===== config.mk =====
export PLATFORM = sky130hd
export DESIGN_NAME = tsb_ctrl
export DESIGN_NICKNAME = d
export VERILOG_FILES = /design/src/tsb_pkg.sv /design/src/tsb_fifo.sv /design/src/tsb_ctrl.sv
export SDC_FILE = /design/constraint.sdc
export NUM_CORES = 2
export LEC_CHECK = 0
export ABC_CLOCK_PERIOD_IN_PS = 16860
export BUFFER_PORTS_ARGS = -buffer_cell sky130_fd_sc_hd__buf_2
export CAP_MARGIN = 20
export CORE_ASPECT_RATIO = 1.75
export CORE_UTILIZATION = 65
export CTS_CLUSTER_DIAMETER = 60
export DETAILED_ROUTE_END_ITERATION = 8
export PLACE_DENSITY = 0.89
export SKIP_CTS_REPAIR_TIMING = 1
export SYNTH_ARGS = -nofsm -noshare
export SYNTH_HDL_FRONTEND = slang
export SYNTH_SLANG_ARGS = --single-unit

===== constraint.sdc =====
create_clock -name ref_clk -period 16.86 [get_ports ref_clk]
set_clock_uncertainty 0.2 [all_clocks]
set_input_delay 2.529 -clock ref_clk [delete_from_list [all_inputs] [get_ports ref_clk]]
set_output_delay 2.529 -clock ref_clk [all_outputs]
set_load 0.05 [all_outputs]

===== src/tsb_pkg.sv =====
/*
  Shared constants and carriers for the trajectory segment buffer controller.
  Assumes a single 50 MHz clock domain and a synchronous active-high reset.
*/
package tsb_pkg;
  localparam logic [15:0] TSB_SEG_CMD_INDEX = 16'h2010;
  localparam int          TSB_DEPTH         = 32;
  localparam int          TSB_MIN_SEGS      = 2;
  localparam int          TSB_HDR_KIND_BIT  = 7;
  localparam int          TSB_CTL_ENABLE    = 4;
  localparam int          TSB_CTL_QSTOP     = 2;
  localparam int          TSB_CTL_HALT      = 8;
  localparam logic [6:0]  TSB_CMD_CLEAR     = 7'h00;
  localparam logic [6:0]  TSB_CMD_POP       = 7'h01;
  localparam logic [6:0]  TSB_CMD_CLR_ERR   = 7'h02;
  localparam logic [6:0]  TSB_CMD_RESET_ID  = 7'h03;
  localparam logic [6:0]  TSB_CMD_NOP       = 7'h04;
  localparam int          TSB_ERR_UNDER     = 0;
  localparam int          TSB_ERR_OVER      = 1;
  localparam int          TSB_ERR_SEQ       = 2;
  localparam int          TSB_ERR_BADCMD    = 3;
  localparam logic [15:0] TSB_ID_RESET      = 16'h0000;
  localparam int          TSB_CLK_HZ        = 50000000;
  localparam int          TSB_MS_NS         = 1000000;
  localparam int          TSB_CLK_NS        = 20;
  localparam int          TSB_MS_CYCLES     = TSB_MS_NS / TSB_CLK_NS;

  typedef struct packed {
    logic [7:0]  header;
    logic [55:0] payload;
  } tsb_seg_s;

  typedef struct packed {
    logic [7:0]  errors;
    logic [15:0] next_id;
    logic [5:0]  count;
    logic        active;
  } tsb_status_s;
endpackage


===== src/tsb_fifo.sv =====
/*
  Segment store with push, pop-oldest and drop-newest operations.
  Assumes the caller never pushes when full nor pops when empty.
*/
`timescale 1ns/1ns
module tsb_fifo
  import tsb_pkg::*;
#(
  parameter int DEPTH = TSB_DEPTH,
  parameter int AW    = 5
) (
  // Clock and reset.
  input  wire logic        ref_clk,
  input  wire logic        rst,
  // Control.
  input  wire logic        push,
  input  wire tsb_seg_s    push_data,
  input  wire logic        pop_old,
  input  wire logic        drop_new,
  input  wire logic [AW:0] drop_n,
  input  wire logic        flush,
  // State.
  output tsb_seg_s         head,
  output tsb_seg_s         second,
  output logic [AW:0]      count
);
  tsb_seg_s      mem [DEPTH];
  logic [AW-1:0] rd_reg;
  logic [AW-1:0] wr_reg;

  always_ff @(posedge ref_clk) begin
    if (push) begin
      mem[wr_reg] <= push_data;
    end
  end

  always_ff @(posedge ref_clk) begin
    if (rst || flush) begin
      rd_reg <= '0;
      wr_reg <= '0;
      count  <= '0;
    end else if (drop_new) begin
      wr_reg <= wr_reg - drop_n[AW-1:0];
      count  <= count - drop_n;
    end else begin
      if (push) begin
        wr_reg <= wr_reg + 1'b1;
      end
      if (pop_old) begin
        rd_reg <= rd_reg + 1'b1;
      end
      count <= count + {{AW{1'b0}}, push} - {{AW{1'b0}}, pop_old};
    end
  end

  assign head = mem[rd_reg];
  // The entry behind the head is offered too, so the caller never reaches into this store.
  assign second = mem[rd_reg + 1'b1];
endmodule


===== src/tsb_ctrl.sv =====
/*
  Segment command decoder and interpolated move start/stop control.
  Assumes the object write, control word and servo tick are synchronous to ref_clk.
*/
`timescale 1ns/1ns
module tsb_ctrl
  import tsb_pkg::*;
#(
  parameter int DEPTH = TSB_DEPTH,
  parameter int AW    = 5
) (
  // Clock and reset.
  input  wire logic        ref_clk,
  input  wire logic        rst,
  // Segment command object write.
  input  wire logic        obj_wr,
  input  wire logic [15:0] obj_index,
  input  wire logic [63:0] obj_data,
  // Drive control word and servo timing.
  input  wire logic [15:0] control_word,
  input  wire logic        seg_done,
  // Segment handed to the interpolator.
  output tsb_seg_s         cur_seg,
  output tsb_seg_s         next_seg,
  output logic             move_active,
  output logic             stop_now,
  // Buffer status report.
  output tsb_status_s      status,
  output logic             status_evt
);
  typedef enum {ST_IDLE, ST_RUN, ST_FINISH} tsb_state_e;

  tsb_state_e    state_reg;
  tsb_seg_s      wr_seg;
  tsb_seg_s      head;
  logic [AW:0]   count;
  logic          enable_reg;
  logic [7:0]    err_reg;
  logic [7:0]    err_next;
  logic [15:0]   id_reg;
  logic          is_cmd;
  logic [6:0]    cmd_code;
  logic          wr_hit;
  logic          seg_ok;
  logic          seq_bad;
  logic          overflow;
  logic          do_push;
  logic          do_pop;
  logic          do_flush;
  logic          do_drop;
  logic [AW:0]   drop_n;
  logic          start_move;
  logic          hard_stop;
  logic          underflow;
  logic          zero_time;
  logic          err_evt;
  logic          evt_pend_reg;
  tsb_seg_s      after_head;

  assign wr_seg   = tsb_seg_s'(obj_data);
  assign wr_hit   = obj_wr && (obj_index == TSB_SEG_CMD_INDEX);
  assign is_cmd   = wr_seg.header[TSB_HDR_KIND_BIT];
  assign cmd_code = wr_seg.header[6:0];
  assign seq_bad  = wr_seg.header[2:0] != id_reg[2:0];
  assign overflow = count == (AW+1)'(DEPTH);
  assign seg_ok   = wr_hit && !is_cmd && !err_reg[TSB_ERR_SEQ];
  assign do_push  = seg_ok && !seq_bad && !overflow && !do_pop;

  assign hard_stop = !control_word[TSB_CTL_ENABLE] || !control_word[TSB_CTL_QSTOP]
                     || control_word[TSB_CTL_HALT];
  // rising edge starts, needs two segments
  assign start_move = (state_reg == ST_IDLE) && control_word[TSB_CTL_ENABLE] && !enable_reg
                      && !hard_stop && (count >= (AW+1)'(TSB_MIN_SEGS));
  assign underflow = (state_reg == ST_RUN) && seg_done && (count < (AW+1)'(TSB_MIN_SEGS + 1));
  // format 0 byte 1 time, zero ends
  assign zero_time = next_seg.payload[55:48] == 8'h00;
  assign do_pop    = (state_reg == ST_RUN) && seg_done && !underflow;
  assign do_flush  = wr_hit && is_cmd && (cmd_code == TSB_CMD_CLEAR);
  assign do_drop   = wr_hit && is_cmd && (cmd_code == TSB_CMD_POP) && !do_pop;
  assign drop_n    = ({1'b0, wr_seg.payload[55:48]} > {{(8-AW){1'b0}}, count}) ? count
                     : wr_seg.payload[48 +: AW+1];
  assign err_evt   = underflow || (seg_ok && (seq_bad || overflow))
                     || (wr_hit && is_cmd && (cmd_code > TSB_CMD_NOP));

  tsb_fifo #(
    .DEPTH (DEPTH),
    .AW    (AW)
  ) u_fifo (
    .ref_clk   (ref_clk),
    .rst       (rst),
    .push      (do_push),
    .push_data (wr_seg),
    .pop_old   (do_pop),
    .drop_new  (do_drop),
    .drop_n    (drop_n),
    .flush     (do_flush),
    .head      (head),
    .second    (after_head),
    .count     (count)
  );

  always_ff @(posedge ref_clk) begin
    if (rst) begin
      // Held high in reset so an enable already set at release is not taken for a rising edge.
      enable_reg <= 1'b1;
    end else begin
      enable_reg <= control_word[TSB_CTL_ENABLE];
    end
  end

  always_ff @(posedge ref_clk) begin
    if (rst) begin
      state_reg <= ST_IDLE;
    end else if (hard_stop || do_flush || underflow) begin
      state_reg <= ST_IDLE;
    end else begin
      unique case (state_reg)
        ST_IDLE: begin
          if (start_move) begin
            state_reg <= ST_RUN;
          end
        end
        ST_RUN: begin
          // finish current set point then stop
          if (do_pop && zero_time) begin
            state_reg <= ST_FINISH;
          end
        end
        ST_FINISH: begin
          if (seg_done) begin
            state_reg <= ST_IDLE;
          end
        end
      endcase
    end
  end

  always_comb begin
    err_next = err_reg;
    if (wr_hit && is_cmd && (cmd_code == TSB_CMD_CLR_ERR)) begin
      err_next = err_reg & ~wr_seg.payload[55:48];
    end
    if (underflow) begin
      err_next[TSB_ERR_UNDER] = 1'b1;
    end
    if (seg_ok && !seq_bad && overflow) begin
      err_next[TSB_ERR_OVER] = 1'b1;
    end
    if (seg_ok && seq_bad) begin
      err_next[TSB_ERR_SEQ] = 1'b1;
    end
    if (wr_hit && is_cmd && (cmd_code > TSB_CMD_NOP)) begin
      err_next[TSB_ERR_BADCMD] = 1'b1;
    end
  end

  always_ff @(posedge ref_clk) begin
    if (rst) begin
      err_reg <= 8'h00;
    end else begin
      err_reg <= err_next;
    end
  end

  always_ff @(posedge ref_clk) begin
    if (rst) begin
      id_reg <= TSB_ID_RESET;
    end else if (wr_hit && is_cmd && (cmd_code == TSB_CMD_RESET_ID)) begin
      id_reg <= TSB_ID_RESET;
    end else if (do_push) begin
      id_reg <= id_reg + 16'h0001;
    end
  end

  always_ff @(posedge ref_clk) begin
    if (rst) begin
      evt_pend_reg <= 1'b0;
      status_evt   <= 1'b0;
      status       <= '0;
    end else begin
      evt_pend_reg <= do_pop || err_evt;
      // The pulse waits one cycle so that it coincides with the refreshed status fields.
      status_evt   <= evt_pend_reg;
      status.next_id <= id_reg;
      status.errors  <= err_reg;
      status.count   <= count;
      status.active  <= state_reg != ST_IDLE;
    end
  end

  always_ff @(posedge ref_clk) begin
    if (rst) begin
      cur_seg  <= '0;
      next_seg <= '0;
      stop_now <= 1'b0;
    end else begin
      cur_seg  <= head;
      next_seg <= tsb_seg_s'(64'h0);
      stop_now <= (state_reg != ST_IDLE) && (hard_stop || do_flush || underflow);
      if (count > (AW+1)'(1)) begin
        next_seg <= after_head;
      end
    end
  end

  assign move_active = state_reg != ST_IDLE;

  // Assertions.
  seq_reject_a: assert property (@(posedge ref_clk) disable iff (rst)
    err_reg[TSB_ERR_SEQ] && wr_hit && !is_cmd |=> count <= $past(count))
    else $error("segment queued during sequencing error");
  stop_imm_a: assert property (@(posedge ref_clk) disable iff (rst)
    move_active && hard_stop |=> !move_active && stop_now)
    else $error("move not stopped at once");
  start_edge_a: assert property (@(posedge ref_clk) disable iff (rst)
    !move_active && !$past(move_active) ##1 move_active |-> $rose(enable_reg))
    else $error("move started without enable edge");
  under_flag_a: assert property (@(posedge ref_clk) disable iff (rst)
    underflow |=> err_reg[TSB_ERR_UNDER] && !move_active)
    else $error("underflow not handled");
  cap_limit_a: assert property (@(posedge ref_clk) disable iff (rst)
    count <= (AW+1)'(DEPTH))
    else $error("buffer past capacity");
  id_zero_a: assert property (@(posedge ref_clk) disable iff (rst)
    wr_hit && is_cmd && cmd_code == TSB_CMD_RESET_ID |=> id_reg == 16'h0000)
    else $error("identifier not reset");
  err_sticky_a: assert property (@(posedge ref_clk) disable iff (rst)
    err_reg[TSB_ERR_OVER] && !(wr_hit && is_cmd) |=> err_reg[TSB_ERR_OVER])
    else $error("overflow flag lost");
  flush_a: assert property (@(posedge ref_clk) disable iff (rst)
    do_flush |=> count == '0 ##1 !move_active)
    else $error("clear command did not empty buffer");
  report_a: assert property (@(posedge ref_clk) disable iff (rst)
    do_pop |-> ##2 status_evt)
    else $error("no report after consume");
  report_id_a: assert property (@(posedge ref_clk) disable iff (rst)
    do_pop |-> ##2 status.next_id == $past(id_reg))
    else $error("report lacks next identifier");
  err_report_a: assert property (@(posedge ref_clk) disable iff (rst)
    err_evt |-> ##2 status_evt)
    else $error("no report after error");
  pop_newest_a: assert property (@(posedge ref_clk) disable iff (rst)
    do_drop |=> count == $past(count - drop_n))
    else $error("pop removed wrong number");
  pop_keeps_a: assert property (@(posedge ref_clk) disable iff (rst)
    do_drop && move_active && !hard_stop && !seg_done |=> move_active)
    else $error("pop stopped the move");
  pop_saturate_a: assert property (@(posedge ref_clk) disable iff (rst)
    do_drop && (wr_seg.payload[55:48] >= 8'(count)) |=> count == '0)
    else $error("oversized pop left segments");
  mask_clear_a: assert property (@(posedge ref_clk) disable iff (rst)
    wr_hit && is_cmd && (cmd_code == TSB_CMD_CLR_ERR) && !err_evt |=> (err_reg & $past(wr_seg.payload[55:48])) == 8'h00)
    else $error("masked error not cleared");
  seq_flag_a: assert property (@(posedge ref_clk) disable iff (rst)
    seg_ok && seq_bad |=> err_reg[TSB_ERR_SEQ] && (count <= $past(count)))
    else $error("out of order segment accepted");
  id_step_a: assert property (@(posedge ref_clk) disable iff (rst)
    do_push |=> id_reg == $past(id_reg) + 16'h0001)
    else $error("identifier did not advance");
  zero_hold_a: assert property (@(posedge ref_clk) disable iff (rst)
    do_pop && zero_time && !hard_stop && !do_flush |=> move_active)
    else $error("zero time cut the set point short");
  zero_end_a: assert property (@(posedge ref_clk) disable iff (rst)
    state_reg == ST_FINISH && seg_done && !hard_stop && !do_flush |=> !move_active)
    else $error("move not ended after zero time");
  min_segs_a: assert property (@(posedge ref_clk) disable iff (rst)
    !move_active ##1 move_active |-> $past(count) >= (AW+1)'(TSB_MIN_SEGS))
    else $error("move started with too few segments");
  bad_cmd_a: assert property (@(posedge ref_clk) disable iff (rst)
    wr_hit && is_cmd && (cmd_code > TSB_CMD_NOP) |=> err_reg[TSB_ERR_BADCMD])
    else $error("unknown command not flagged");
endmodule


==> flow_summary_export.csv <==
group,metric,value,unit
timing,relSlewSlack,0.147,
setup_path,reg2reg_depth,10,
drt,num_vias,59659,
yosys,synth_area_leader_cell,"edfxtp_1",
yosys,yosysUniqueCellTypes,58,
die,initial_core_util,0.655,
cells_and_area,synthToLayoutAreaGrowth,9.93,%
global_routing,track_usage,0.404,
timing,hold_viol,0,
yosys,ys_async_sr_fraction,0,
setup_path,critPathArrivalTime,7180,ps
cells_and_area,layout_commonest_cell,"edfxtp_1",
timing,setup_viol,0,
clock_network,cts_made_buffers,198,
clock_network,clock_path_buffers,4,
yosys,synth_area,0.100,mm^2
timing,post-route-period-util,0.411,
drt,first_pass_iters,8,
cells_and_area,largest_reg_flops,2048,
setup_path,worst_setup_path_end_kind,"flip-flop",
yosys,syn_nets,4854,
min_path,holdPathEnd,"status_evt",
timing,worst_pin_slew,1280,ps
power_and_ir_drop,peakVddDrop,0.0874,mV
global_routing,grt_pass1_vias,61389,
cells_and_area,final_cell_mix,"2048 x edfxtp_1, 1235 x mux4_2, 247 x buf_2, 201 x clkbuf_16, 200 x dfxtp_1",
global_routing,grt_overflow,0,
global_routing,antenna_found_initial,23,
yosys,syn_area_per_cell,21.2,um^2
global_routing,grt_pass1_wl,443000,um
setup_path,rrSetupSlack,10290,ps
global_routing,busiest_layer,"met2",
global_routing,grt_use_met2,0.643,
clock_network,cts_tree,"built",
drt,wl_per_cell,43.5,um
setup_path,cp-start-kind,"primary input",
yosys,ys.flop_type,"edfxtp_1",
timing,fmax,144,MHz
setup_path,r2r_end,"cur_seg[5]",
setup_path,rr_startpoint,"u_fifo.rd_reg[0]",
cells_and_area,layout.nets,5074,
die,die_x,299,um
timing,setup_ws,9930,ps
yosys,synth.area.top_cells,"edfxtp_1 61%, mux4_2 28%, dfxtp_1 4.1%, buf_2 0.74%, mux2i_1 0.73%",
global_routing,grt_util_met1,0.482,
yosys,synth_top_area_frac,0.613,
yosys,seq_area_frac_synth,0.654,
run_status,status,"finished clean",
min_path,min_path_type,"reg2reg",
timing,rsz0062_at_grt,"no",
placed_design,gp_congestion,0.803,
global_routing,use_met3,0.103,
clock_network,root_buffer,"clkbuf_16",
drt,viasPerCell,8.38,
placed_design,portBuffers,248,
placed_design,dp_hpwl,159000,um
placed_design,pre_cts_ws,9410,ps
setup_path,critical_path_required,17110,ps
min_path,hp-start,"evt_pend_reg",
drt,drt-initial-drc-count,10604,
drt,remaining_drc_errors,0,
yosys,synth_edf_count,2048,
die,die_h,522,um
yosys,ys_seq_elements,2253,
global_routing,grt_max_degree,130,
setup_path,crit_type,"in2reg",
cells_and_area,drive_gt1_frac,0.381,
clock_network,h-tree-depth,4,
die,num_rows,190,
timing,slew_viol_final,0,
min_path,min_delay_path_depth,1,
power_and_ir_drop,p_leak,33.1,nW
die,die-area,0.156,mm^2
clock_network,worstSkewPairLatency,890,ps
setup_path,cp_max_fo,43,
yosys,syn_inst,4722,
drt,antenna_left,0,
power_and_ir_drop,p_per_area,98.1,mW/mm^2
cells_and_area,top_register,"u_fifo.mem",
die,ios,262,
timing,period_needed,6930,ps
drt,routed_wirelength,310000,um
run,max-cap-violations,0,
yosys,yosysWarnings,0,
timing,hold_ws,240,ps
cells_and_area,fin_util,0.720,
clock_network,clkSinkCount,2253,
cells_and_area,fillers,7846,
clock_network,clkTransAtPathRegs,70,ps
die,core_area,0.153,mm^2
cells_and_area,reg.largest.list,"u_fifo.mem x2048, cur_seg x64, next_seg x64",
timing,fin_tns_setup,0,ps
[worst max-delay path, cell delays in order]
cell,delay (ps)
buf_2,560
xnor2_1,220
nand4_1,200
nor4_4,180
buf_4,260
nand3_1,770
nor2_4,1310
buf_4,1000
[worst max-delay path by stage]
stage                               to  slack (ps)             start
detailed placement  u_fifo.mem[13][20]        9410      obj_data[57]
global route                cur_seg[5]       10000  u_fifo.rd_reg[0]
CTS                 u_fifo.mem[13][24]       10100      obj_data[57]
floorplan            u_fifo.mem[11][0]        9600     obj_index[15]
global placement    u_fifo.mem[13][20]        9600      obj_data[57]
finish              u_fifo.mem[19][30]        9930      obj_data[57]
[Yosys cell counts, types with 3 or more instances]
master / count
edfxtp_1: 2048
mux4_2: 1235
dfxtp_1: 205
nand2_1: 162
nor2_1: 152
buf_2: 148
clkbuf_1: 137
a21oi_1: 127
a211oi_1: 93
nor2b_1: 74
mux2i_1: 73
buf_1: 52
ha_1: 29
inv_1: 24
xor2_1: 21
nand3_1: 14
xnor2_1: 11
nand4_1: 10
o21ai_0: 10
buf_4: 9
and3_1: 7
or3_1: 7
a21boi_0: 6
a21o_1: 5
buf_6: 5
nor3_1: 5
or2_2: 4
and2_1: 3
fa_1: 3
nor3b_1: 3
nor4_1: 3
o211ai_1: 3
[per-stage QoR]
stage	instances	power [mW]	cell area (um^2)
2_1_floorplan	4722	6.24	100000
3_3_place_gp	6753	6.31	104000
3_5_place_dp	6753	6.32	104000
4_1_cts	7107	10.8	110000
5_1_grt	7119	11.0	110000
6_report	7123	10.8	110000
[cells by family after synthesis]
family,Yosys count,share of synthesized area
adder cells (fa/ha/maj),32,0.00422
AND/OR/NAND/NOR,462,0.0214
AO/OA/AOI/OAI,259,0.0161
multiplexers,1309,0.285
buffers and inverters,375,0.0166
flip-flops,2253,0.654
XOR/XNOR,32,0.00279
[power breakdown]
part	internal (mW)	switching (mW)	leakage, nW
Sequential	6.08	0.00155	20.1
Combinational	0.0158	0.106	9.96
Clock	2.52	2.09	3.10
Total	8.62	2.20	33.1
[layer usage]
layer / routed length (um) / vias up
met2: 150000 / 7116
met4: 27500 / 20
met3: 43800 / 1794
met1: 88400 / 29893
met5: 215 / -
li1: - / 20836
[layout make-up]
type	count	area, um^2	share of cell area
Clock buffer	261	5450	0.0494
Inverter	24	90.1	0.000817
Clock inverter	93	896	0.00813
Sequential cell	2253	65600	0.595
Timing Repair Buffer	371	2310	0.0209
Multi-Input combinational cell	2094	33300	0.302
Tap cell	2016	2520	0.0229
Antenna cell	11	27.5	0.000250
(Power assumes the default switching activity.)
